<file path="src/verilog/lais_map.svh">
// Register offsets, field positions and reset values of the alarm interrupt block
`ifndef LAIS_MAP_SVH
`define LAIS_MAP_SVH

// ---------------------------------------------------------------
// Register byte offsets
// ---------------------------------------------------------------
`define LAIS_OFF_FLAGS0 12'h000
`define LAIS_OFF_FLAGS1 12'h004
`define LAIS_OFF_MASK0 12'h008
`define LAIS_OFF_MASK1 12'h00c
`define LAIS_OFF_EDGE 12'h010
`define LAIS_OFF_STATUS_REG_ZERO 12'h014
`define LAIS_OFF_STATUS_REG_ONE 12'h018

// ---------------------------------------------------------------
// Field positions
// ---------------------------------------------------------------
`define LAIS_F0_AMP 7
`define LAIS_F0_TJA 6
`define LAIS_F0_RJA 5
`define LAIS_F0_TOC 4
`define LAIS_F0_TCK 3
`define LAIS_F0_TLOS 2
`define LAIS_F0_SLOS 1
`define LAIS_F0_LLOS 0
`define LAIS_F1_SAIS 7
`define LAIS_F1_LAIS 6
`define LAIS_F1_PRBS 5
`define LAIS_F1_IBA 1
`define LAIS_F1_IBD 0
`define LAIS_E_TOC 0
`define LAIS_E_TCK 1
`define LAIS_E_TLOS 2
`define LAIS_E_LOS 3
`define LAIS_E_AIS 4
`define LAIS_E_PRBS 5
`define LAIS_E_IB 6

// ---------------------------------------------------------------
// Reset values and valid bits
// ---------------------------------------------------------------
`define LAIS_RST_BYTE 8'h00
`define LAIS_VALID1 8'he3
`define LAIS_VALID_EDGE 8'h7f
`define LAIS_REG_COUNT 7

`endif

</file>
<file path="src/verilog/lais_pkg.sv">
// Types of the alarm interrupt block
package lais_pkg;

   typedef struct packed {
      logic amp_overflow;
      logic tx_jitter_fifo;
      logic rx_jitter_fifo;
   } lais_pulse_type;

   typedef struct packed {
      logic tx_overevent_state;
      logic tx_clock_missing_state;
      logic tx_signal_loss_state;
      logic sys_signal_loss_state;
      logic line_signal_loss_state;
      logic sys_alarm_ind_state;
      logic line_alarm_ind_state;
      logic prbs_lock_state;
      logic inband_activate_state;
      logic inband_deactivate_state;
   } lais_state_type;

   typedef enum logic [1:0] {
      LAIS_HTRANS_IDLE = 2'b00,
      LAIS_HTRANS_BUSY = 2'b01,
      LAIS_HTRANS_NONSEQ = 2'b10,
      LAIS_HTRANS_SEQ = 2'b11
   } lais_htrans_type;

endpackage

</file>
<file path="src/verilog/lais_edge_detect.sv">
// Rising or any-edge detector for a group of status bits
`timescale 1ns/1ps
`default_nettype none

module lais_edge_detect #(
   parameter int WIDTH = 10
) (
   input wire logic hclk,
   input wire logic hresetn,
   input wire logic [WIDTH-1:0] level,
   input wire logic [WIDTH-1:0] any_edge,
   output logic [WIDTH-1:0] event_hit
);

   logic [WIDTH-1:0] level_prev;

   // ------------------------------------------------------------
   // Previous-cycle copy
   // ------------------------------------------------------------
   always_ff @(posedge hclk or negedge hresetn) begin
      if (!hresetn) begin
         level_prev <= '0;
      end else begin
         level_prev <= level;
      end
   end

   assign event_hit = (level & ~level_prev) | (any_edge & (level ^ level_prev));

endmodule // lais_edge_detect
`default_nettype wire

</file>
<file path="src/verilog/lais_top.sv">
// Alarm interrupt flags with AHB-Lite register slave
//
// What this block does
// - Set flag reports on interrupt pin
// - Flags0 bit 7 amplitude overflow
// - Flags0 bit 6 tx jitter FIFO fault
// - Flags0 bit 5 rx jitter FIFO fault
// - Tx over-event: rising or any edge
// - Tx clock missing: rising or any edge
// - Sys/line signal loss share edge select
// - Sys/line alarm share edge select
// - Pattern sync: rising or any edge
// - Inband activate: rising or any edge
// - Inband deactivate shares inband select
// - Mask bit one blocks source
//
// Added by the designer: register access over AHB-Lite and the placing of the registers.
`timescale 1ns/1ps
`default_nettype none
`include "lais_map.svh"

module lais_top
   import lais_pkg::*;
(
   input wire logic hclk,
   input wire logic hresetn,
   input wire logic hsel,
   input wire logic [11:0] haddr,
   input wire logic [1:0] htrans,
   input wire logic hwrite,
   input wire logic [2:0] hsize,
   input wire logic [31:0] hwdata,
   input wire logic hready,
   output logic [31:0] hrdata,
   output logic hreadyout,
   output logic hresp,
   input wire lais_pulse_type pulse_in,
   input wire lais_state_type state_in,
   output logic irq_n
);

   // ------------------------------------------------------------
   // Registers
   // ------------------------------------------------------------
   logic [7:0] flags0;
   logic [7:0] flags1;
   logic [7:0] mask0;
   logic [7:0] mask1;
   logic [7:0] edge_select_reg;
   logic [7:0] status_reg_zero;
   logic [7:0] status_reg_one;
   logic wr_pend;
   logic [11:0] wr_addr;

   // ------------------------------------------------------------
   // Bus decode
   // ------------------------------------------------------------
   function automatic logic [7:0] lais_w1c(input logic [7:0] cur, input logic [7:0] set,
                                          input logic [7:0] clr);
      lais_w1c = (cur & ~clr) | set;
   endfunction

   wire addr_phase = hsel && hready && htrans[1];
   wire rd_req = addr_phase && !hwrite;
   wire wr_req = addr_phase && hwrite;
   wire [7:0] wbyte = hwdata[7:0];
   wire wr_f0 = wr_pend && (wr_addr == `LAIS_OFF_FLAGS0);
   wire wr_f1 = wr_pend && (wr_addr == `LAIS_OFF_FLAGS1);
   wire wr_m0 = wr_pend && (wr_addr == `LAIS_OFF_MASK0);
   wire wr_m1 = wr_pend && (wr_addr == `LAIS_OFF_MASK1);
   wire wr_es = wr_pend && (wr_addr == `LAIS_OFF_EDGE);

   // ------------------------------------------------------------
   // Event detection
   // ------------------------------------------------------------
   logic [9:0] ev;
   logic [9:0] any_edge;

   assign any_edge = {edge_select_reg[`LAIS_E_TOC],
                      edge_select_reg[`LAIS_E_TCK],
                      edge_select_reg[`LAIS_E_TLOS],
                      edge_select_reg[`LAIS_E_LOS],
                      edge_select_reg[`LAIS_E_LOS],
                      edge_select_reg[`LAIS_E_AIS],
                      edge_select_reg[`LAIS_E_AIS],
                      edge_select_reg[`LAIS_E_PRBS],
                      edge_select_reg[`LAIS_E_IB],
                      edge_select_reg[`LAIS_E_IB]};

   lais_edge_detect #(.WIDTH(10)) u_edge (
      .hclk(hclk),
      .hresetn(hresetn),
      .level(state_in),
      .any_edge(any_edge),
      .event_hit(ev)
   );

   wire [7:0] set0 = {pulse_in.amp_overflow,
                      pulse_in.tx_jitter_fifo,
                      pulse_in.rx_jitter_fifo,
                      ev[9:5]};
   wire [7:0] set1 = {ev[4:2], 3'b000, ev[1:0]};
   wire [7:0] next_flags0 = lais_w1c(flags0, set0, wr_f0 ? wbyte : 8'h00);
   wire [7:0] next_flags1 = lais_w1c(flags1, set1, wr_f1 ? wbyte : 8'h00) &
                            `LAIS_VALID1;
   wire next_irq_n = ~(|(flags0 & ~mask0) | |(flags1 & ~mask1));

   // ------------------------------------------------------------
   // Read mux
   // ------------------------------------------------------------
   logic [7:0] rd_byte;
   always_comb begin
      unique case (haddr)
         `LAIS_OFF_FLAGS0: rd_byte = flags0;
         `LAIS_OFF_FLAGS1: rd_byte = flags1;
         `LAIS_OFF_MASK0: rd_byte = mask0;
         `LAIS_OFF_MASK1: rd_byte = mask1;
         `LAIS_OFF_EDGE: rd_byte = edge_select_reg;
         `LAIS_OFF_STATUS_REG_ZERO: rd_byte = status_reg_zero;
         `LAIS_OFF_STATUS_REG_ONE: rd_byte = status_reg_one;
         default: rd_byte = 8'h00;
      endcase
   end

   // ------------------------------------------------------------
   // Bus state
   // ------------------------------------------------------------
   always_ff @(posedge hclk or negedge hresetn) begin
      if (!hresetn) begin
         wr_pend <= 1'b0;
         wr_addr <= 12'h000;
         hrdata <= 32'h0000_0000;
      end else begin
         wr_pend <= wr_req;
         if (addr_phase) begin
            wr_addr <= haddr;
         end
         if (rd_req) begin
            hrdata <= {24'h00_0000, rd_byte};
         end
      end
   end

   // ------------------------------------------------------------
   // Flag, mask and select registers
   // ------------------------------------------------------------
   always_ff @(posedge hclk or negedge hresetn) begin
      if (!hresetn) begin
         flags0 <= `LAIS_RST_BYTE;
         flags1 <= `LAIS_RST_BYTE;
         mask0 <= `LAIS_RST_BYTE;
         mask1 <= `LAIS_RST_BYTE;
         edge_select_reg <= `LAIS_RST_BYTE;
         irq_n <= 1'b1;
      end else begin
         flags0 <= next_flags0;
         flags1 <= next_flags1;
         if (wr_m0) begin
            mask0 <= wbyte;
         end
         if (wr_m1) begin
            mask1 <= wbyte & `LAIS_VALID1;
         end
         if (wr_es) begin
            edge_select_reg <= wbyte & `LAIS_VALID_EDGE;
         end
         irq_n <= next_irq_n;
      end
   end

   // ------------------------------------------------------------
   // Status mirrors
   // ------------------------------------------------------------
   always_ff @(posedge hclk or negedge hresetn) begin
      if (!hresetn) begin
         status_reg_zero <= 8'h00;
         status_reg_one <= 8'h00;
      end else begin
         status_reg_zero <= {3'b000, state_in[9:5]};
         status_reg_one <= {state_in[4:2], 3'b000, state_in[1:0]};
      end
   end

   assign hreadyout = 1'b1;
   assign hresp = 1'b0;

   // ------------------------------------------------------------
   // Checks
   // ------------------------------------------------------------
   property p_clear_one;
      @(posedge hclk) disable iff (!hresetn)
      (wr_f0 && wbyte[`LAIS_F0_AMP] && !set0[`LAIS_F0_AMP]) |=> !flags0[`LAIS_F0_AMP];
   endproperty
   a_clear_one: assert property (p_clear_one) else $error("flag not cleared");

   property p_zero_keeps;
      @(posedge hclk) disable iff (!hresetn)
      (wr_f0 && !wbyte[`LAIS_F0_TJA] && flags0[`LAIS_F0_TJA]) |=> flags0[`LAIS_F0_TJA];
   endproperty
   a_zero_keeps: assert property (p_zero_keeps) else $error("zero write cleared");

   property p_irq;
      @(posedge hclk) disable iff (!hresetn)
      (|(flags0 & ~mask0)) |=> !irq_n;
   endproperty
   a_irq: assert property (p_irq) else $error("interrupt not raised");

   property p_amp;
      @(posedge hclk) disable iff (!hresetn)
      pulse_in.amp_overflow |=> flags0[`LAIS_F0_AMP];
   endproperty
   a_amp: assert property (p_amp) else $error("amplitude flag missed");

   property p_tja;
      @(posedge hclk) disable iff (!hresetn)
      pulse_in.tx_jitter_fifo |=> flags0[`LAIS_F0_TJA];
   endproperty
   a_tja: assert property (p_tja) else $error("tx fifo flag missed");

   property p_rja;
      @(posedge hclk) disable iff (!hresetn)
      pulse_in.rx_jitter_fifo |=> flags0[`LAIS_F0_RJA];
   endproperty
   a_rja: assert property (p_rja) else $error("rx fifo flag missed");

   property p_toc;
      @(posedge hclk) disable iff (!hresetn)
      $rose(state_in.tx_overevent_state) |=> flags0[`LAIS_F0_TOC];
   endproperty
   a_toc: assert property (p_toc) else $error("over-event missed");

   property p_tck_fall;
      @(posedge hclk) disable iff (!hresetn)
      ($fell(state_in.tx_clock_missing_state) && edge_select_reg[`LAIS_E_TCK])
         |=> flags0[`LAIS_F0_TCK];
   endproperty
   a_tck_fall: assert property (p_tck_fall) else $error("clock fall missed");

   property p_los_fall;
      @(posedge hclk) disable iff (!hresetn)
      ($fell(state_in.line_signal_loss_state) && !edge_select_reg[`LAIS_E_LOS] &&
       !flags0[`LAIS_F0_LLOS]) |=> !flags0[`LAIS_F0_LLOS];
   endproperty
   a_los_fall: assert property (p_los_fall) else $error("falling edge set flag");

   property p_ais;
      @(posedge hclk) disable iff (!hresetn)
      ($changed(state_in.sys_alarm_ind_state) && edge_select_reg[`LAIS_E_AIS])
         |=> flags1[`LAIS_F1_SAIS];
   endproperty
   a_ais: assert property (p_ais) else $error("alarm edge missed");

   property p_ibd;
      @(posedge hclk) disable iff (!hresetn)
      ($fell(state_in.inband_deactivate_state) && edge_select_reg[`LAIS_E_IB])
         |=> flags1[`LAIS_F1_IBD];
   endproperty
   a_ibd: assert property (p_ibd) else $error("deactivate edge missed");

   property p_mask;
      @(posedge hclk) disable iff (!hresetn)
      (flags0 == mask0 && flags1 == 8'h00) |=> irq_n;
   endproperty
   a_mask: assert property (p_mask) else $error("masked source raised irq");

   property p_reserved;
      @(posedge hclk) disable iff (!hresetn)
      1'b1 |-> (flags1[4:2] == 3'b000);
   endproperty
   a_reserved: assert property (p_reserved) else $error("reserved bit set");

   property p_set_wins;
      @(posedge hclk) disable iff (!hresetn)
      (wr_f0 && wbyte[`LAIS_F0_RJA] && pulse_in.rx_jitter_fifo) |=> flags0[`LAIS_F0_RJA];
   endproperty
   a_set_wins: assert property (p_set_wins) else $error("clear beat set");

endmodule // lais_top
`default_nettype wire

</file>
<file path="config.mk">
export PLATFORM = sky130hd
export DESIGN_NAME = lais_top
export DESIGN_NICKNAME = d
export VERILOG_FILES = /design/src/verilog/lais_pkg.sv /design/src/verilog/lais_edge_detect.sv /design/src/verilog/lais_top.sv
export VERILOG_INCLUDE_DIRS = /design/src /design/src/verilog
export SDC_FILE = /design/constraint.sdc
export NUM_CORES = 1
export LEC_CHECK = 0
export BUFFER_PORTS_ARGS = -buffer_cell sky130_fd_sc_hd__buf_4
export CORE_MARGIN = 2
export CORE_UTILIZATION = 55
export CTS_CLUSTER_DIAMETER = 60
export DETAILED_ROUTE_END_ITERATION = 12
export PLACE_DENSITY_LB_ADDON = 0.3
export SETUP_SLACK_MARGIN = 0.5
export SYNTH_ARGS = -nofsm -noshare
export SYNTH_HDL_FRONTEND = slang
export SYNTH_SLANG_ARGS = --single-unit
</file>
<file path="constraint.sdc">
create_clock -name hclk -period 5 [get_ports hclk]
set_clock_uncertainty 0.2 [all_clocks]
set_input_delay 0 -clock hclk [delete_from_list [all_inputs] [get_ports hclk]]
set_output_delay 0 -clock hclk [all_outputs]
set_load 0.05 [all_outputs]
</file>
# After elaboration in Yosys (flattened, before gate mapping)
# Cells that the tools add are included.
totals:
  output_inout_bits: 35
  reg_bits: 75
  elab_cells: 56
  in_bits: 67
classes:
  muxes: 3
  reduce_logical: 14
  n_bitwise: 17
  n_eq_ne: 10
ops:
  columns: ["cell", "count"]
  rows:
  - ["8-bit one-hot mux with 7 select lines", 1]
  - ["12-bit by 4-bit == test with 1-bit output (second input constant)", 4]
  - ["12-bit by 5-bit == test with 1-bit output (second input constant)", 4]
  - ["8-bit AND", 4]
  - ["8-bit NOT", 4]
  - ["12-bit by 3-bit == test with 1-bit output (second input constant)", 2]
  - ["12-bit zero test", 2]
  - ["10-bit AND", 2]
  - ["8-bit 2-to-1 mux", 2]
  - ["8-bit OR", 2]
  - ["8-bit OR reduction", 2]
  - ["10-bit NOT", 1]
  - ["10-bit OR", 1]
  - ["10-bit XOR", 1]
  - ["1-bit logical AND", 9]
  - ["1-bit zero test", 1]
  - ["1-bit NOT", 1]
  - ["1-bit OR", 1]

# Longest topological paths before layout
logic_depth:
  depth_word: 6
  depth_mapped: 6
  ltp_nobuf: 4

# Cells and area by module
# Synthesis repeated with hierarchy kept, for this count alone.
unflattened:
  cells_unflattened: 317
  area_unflattened_um2: 3622.2
by_module_without_submodules:
  columns: ["mod", "cells_per_inst", "area_each_um2", "n_inst", "seq_area_each_um2"]
  rows:
  - ["lais_top", 267, 3096.7, 1, 1627.8]
  - ["lais_edge_detect", 50, 525.5, 1, 250.2]

# Least setup slack after synthesis
# Ideal clock, no wire load.
synth_path:
  kind: "reg-to-reg"
  startpoint: "register wr_addr[1]"
  endpoint: "register flags1[6]"
  arrival_time_ns: 1.831
  path_stages_with_launch: 5
  n_path_buf: 0
  required_ns: 4.674
  synth_period_minus_slack_ns: 2.157
  slack_ns: 2.843
  setup_ns: 0.126
  cell_sequence: "dfrtp_1 or4b_2 nor4_2 nand2_1 a221o_1"
synth_between:
  elab_chain_cells: 6
synth_lines:
  columns: ["element", "line", "text"]
  rows:
  - ["start, declared", "lais_top.sv:53", "logic [11:0] wr_addr;"]
  - ["start signal, assigned", "lais_top.sv:136", "wr_addr <= haddr;"]
  - ["12-bit by 3-bit == test with 1-bit output (no line)", null, null]
  - ["1-bit logical AND", "lais_top.sv:68", "wire wr_f1 = wr_pend && (wr_addr == `LAIS_OFF_FLAGS1);"]
  - ["8-bit 2-to-1 mux", "lais_top.sv:104", "wire [7:0] next_flags1 = lais_w1c(flags1, set1, wr_f1 ? wbyte : 8'h00) &"]
  - ["8-bit NOT", "lais_top.sv:60", "lais_w1c = (cur & ~clr) | set;"]
  - ["8-bit AND", "lais_top.sv:60", null]
  - ["8-bit OR", "lais_top.sv:60", null]
  - ["named net next_flags1[6]", "lais_top.sv:104", null]
  - ["end signal, assigned", "lais_top.sv:150", "flags1 <= `LAIS_RST_BYTE;"]
  - ["end signal, assigned", "lais_top.sv:157", "flags1 <= next_flags1;"]
  - ["end, declared", "lais_top.sv:46", "logic [7:0] flags1;"]
# The timed path passes the listed nets, and every way through them passes these cells.
# A chain may end at the register's enable or synchronous reset.

# Worst setup path in the final report
layout_path:
  startpoint: "register wr_addr[1]"
  endpoint: "register flags0[5]"
layout_between:
  elab_chain_cells: 6
layout_lines:
  columns: ["element", "line", "text"]
  rows:
  - ["12-bit zero test (no line)", null, null]
  - ["1-bit logical AND", "lais_top.sv:67", "wire wr_f0 = wr_pend && (wr_addr == `LAIS_OFF_FLAGS0);"]
  - ["8-bit 2-to-1 mux", "lais_top.sv:103", "wire [7:0] next_flags0 = lais_w1c(flags0, set0, wr_f0 ? wbyte : 8'h00);"]
  - ["8-bit NOT", "lais_top.sv:60", null]
  - ["8-bit AND", "lais_top.sv:60", null]
  - ["8-bit OR", "lais_top.sv:60", null]
  - ["named net next_flags0[5]", "lais_top.sv:103", null]
  - ["end signal, assigned", "lais_top.sv:149", "flags0 <= `LAIS_RST_BYTE;"]
  - ["end signal, assigned", "lais_top.sv:156", "flags0 <= next_flags0;"]
  - ["end, declared", "lais_top.sv:45", "logic [7:0] flags0;"]
# The timed path passes the listed nets, and every way through them passes these cells.

==> metrics.yaml <==
root_buffer: "clkbuf_8"
fin_ws_ns: 1.98
routed_wl_um: 7120
synth_area_mm2: 0.00332
die_w_um: 81.7
area_delta_synth_final_pct: 26.1
max_slew.worst_pin.slew_ns: 0.812
io_buffers: 47
start_kind: "flop"
globalplace.congestion: 0.838
first_pass_iters: 4
period_minus_slack_ns: 3.02
crit_path_max_fanout: 8
viasPerCell: 5.35
min_period_over_period_pct: 60.5
gr-total-overflow: 0
setup_violations: 0
die_h_um: 81.7
maxCapViolCount: 0
crit_type: "reg -> reg"
worstPathArrival_ns: 3.04
critPathCaptureType: "flop"
status: "finished clean"
final-hold-violation-count: 0
path_cells: "or4b_2 > nor4_4 > a21oi_1 > or2_2 > dlygate4sd3_1"
cts_resized: 0
synth_cells: 283
power_density_mw_per_mm2: 288
first_iter_violations: 165
seq_area_frac_synth_pct: 49.0
tritoncts: "done"
io_pins: 102
irDropWorstVdd_mv: 0.177
synth_area_per_cell_um2: 11.7
finalPower_mw: 1.21
grt_max_degree: 66
worstPathRequired_ns: 5.01
drtAntennaViolNets: 0
antenna_found_initial: 0
yosysWarnings: 0
initial_utilization_pct: 56.4
max_stage_delay_ns: 0.75
hold_buffers: 37
biggestRegsByFlops: "wr_addr: 12 flops, u_edge.level_prev: 9 flops"
hold_class: "in -> reg"
track_usage_pct: 23.6
post-cts-setup-buffers: 0
nFillCells: 434
rsz0062_at_grt: "no"
placed_cell_area_mm2: 0.00363
core-area_mm2: 0.00589
design_area_mm2: 0.00419
async_flop_share_pct: 100
ys_seq_elements: 65
dp_slack_ns: 2.36
yosysUniqueCellTypes: 46
die-area_mm2: 0.00667
path_clk_slew_ns: 0.07
htree_num_levels: 3
leakagePower_nw: 2.01
wl_per_cell_um: 15.9
antenna_cells: 0
fp-row-count: 28
grt_pass1_vias: 2222
drc_errors: 0
tns_ns: 0
slew_viol_final: 0
synth_edf_count: 0
utilization_pct: 71.2
fmax_mhz: 331
slew_headroom_pct: 45.9
cts_made_buffers: 9
largest-register: "wr_addr"
cp_slowest_cell: "or4b_2"
largest_register_ffs: 12
final_net_count: 445
vias: 2396
hpwl_um: 4720
drive_above_1_share_pct: 29.0
cts.sinks: 65
cts.path.max_buffers: 2
ys.flop_type: "dfrtp_1"
clk-insertion-delay-late_ns: 0.34
grt_pass1_wl_um: 11200
## per-stage QoR
stage,hold slack (ns),std cells
after floorplan,-0.496,307
after global placement,-0.0794,395
after detailed placement,-0.0774,395
after CTS,0.0115,448
after global routing,0.0256,448
final,0.0245,448
## worst paths after layout
kind | start | to | slack (ns) | depth (start not counted)
max | wr_addr[1] | flags0[5] | 1.98 | 5
min | haddr[3] | wr_addr[3] | 0.02 | 2
max reg2reg | wr_addr[1] | flags0[5] | 1.98 | 5
min reg2reg | wr_addr[10] | wr_addr[10] | 0.30 | 1
max in group asynchronous | hresetn | hrdata[0] | 3.98 | 2
min in group asynchronous | hresetn | mask0[2] | 0.08 | 2
## cell type report
type | instances | area [um2] | area share, %
multi-input combinational | 173 | 1420 | 34.0
inverter | 35 | 131 | 3.14
clock buffer | 13 | 149 | 3.55
sequential | 65 | 1630 | 38.9
clock inverter | 3 | 40.0 | 0.956
timing repair buffer | 84 | 723 | 17.3
tap | 75 | 93.8 | 2.24
## per-layer routing
layer | part of all wire (%) | global-route usage [%] | up-vias
met5 | 0 | 0 | -
met4 | 2.2 | 11.5 | 0
met2 | 48 | 36.7 | 79
met1 | 45 | 31.8 | 1170
met3 | 5.3 | 4.62 | 15
li1 | - | - | 1132
## synth_stat cells (all sizes together) (6+ instances only)
| library cell | number | area, um2 |
|---|---|---|
| a221o | 8 | 80.1 |
| a22o | 7 | 61.3 |
| buf | 28 | 204 |
| clkbuf | 6 | 23.8 |
| dfrtp | 64 | 1600 |
| ha | 10 | 125 |
| inv | 35 | 131 |
| mux2 | 33 | 372 |
| mux2i | 16 | 160 |
| nand2 | 10 | 37.5 |
| o22ai | 8 | 50.1 |
## critical path, delay by kind of cell, from the launching register on
| kind | cells | cell delay [ns] |
|---|---|---|
| simple gates | 3 | 1.62 |
| buf+inv | 1 | 0.57 |
| flops | 1 | 0.37 |
| compound gates | 1 | 0.13 |
## where the power goes
group	switching, mW	total, mW	internal, mW
Combinational	0.106	0.188	0.0825
Clock	0.197	0.440	0.243
Sequential	0.0223	0.580	0.558
Total	0.325	1.21	0.883
## cells in the final DEF (no fill, tap or decap), types with 7 or more instances in the layout
master         count
mux2_2            33
a221o_1            8
nand2_1           10
dfrtp_1           64
clkbuf_8          10
a22o_1             7
conb_1            26
o22ai_1            8
buf_4             47
ha_1              10
inv_1             35
mux2i_1           16
dlygate4sd3_1     37
## kinds of logic (layout without fill, tap and decap cells)
logic type / after synthesis / in the layout / synth area share, %
AND/OR/NAND/NOR: 44 / 44 / 8.89
AO/OA/AOI/OAI: 43 / 43 / 10.6
multiplexers: 50 / 50 / 16.7
buffers and inverters: 69 / 135 / 10.8
flip-flops: 65 / 65 / 49.0
other: 2 / 26 / 0.226
adder cells (fa/ha/maj): 10 / 10 / 3.77
No activity file was read; power rests on OpenSTA's default activity.
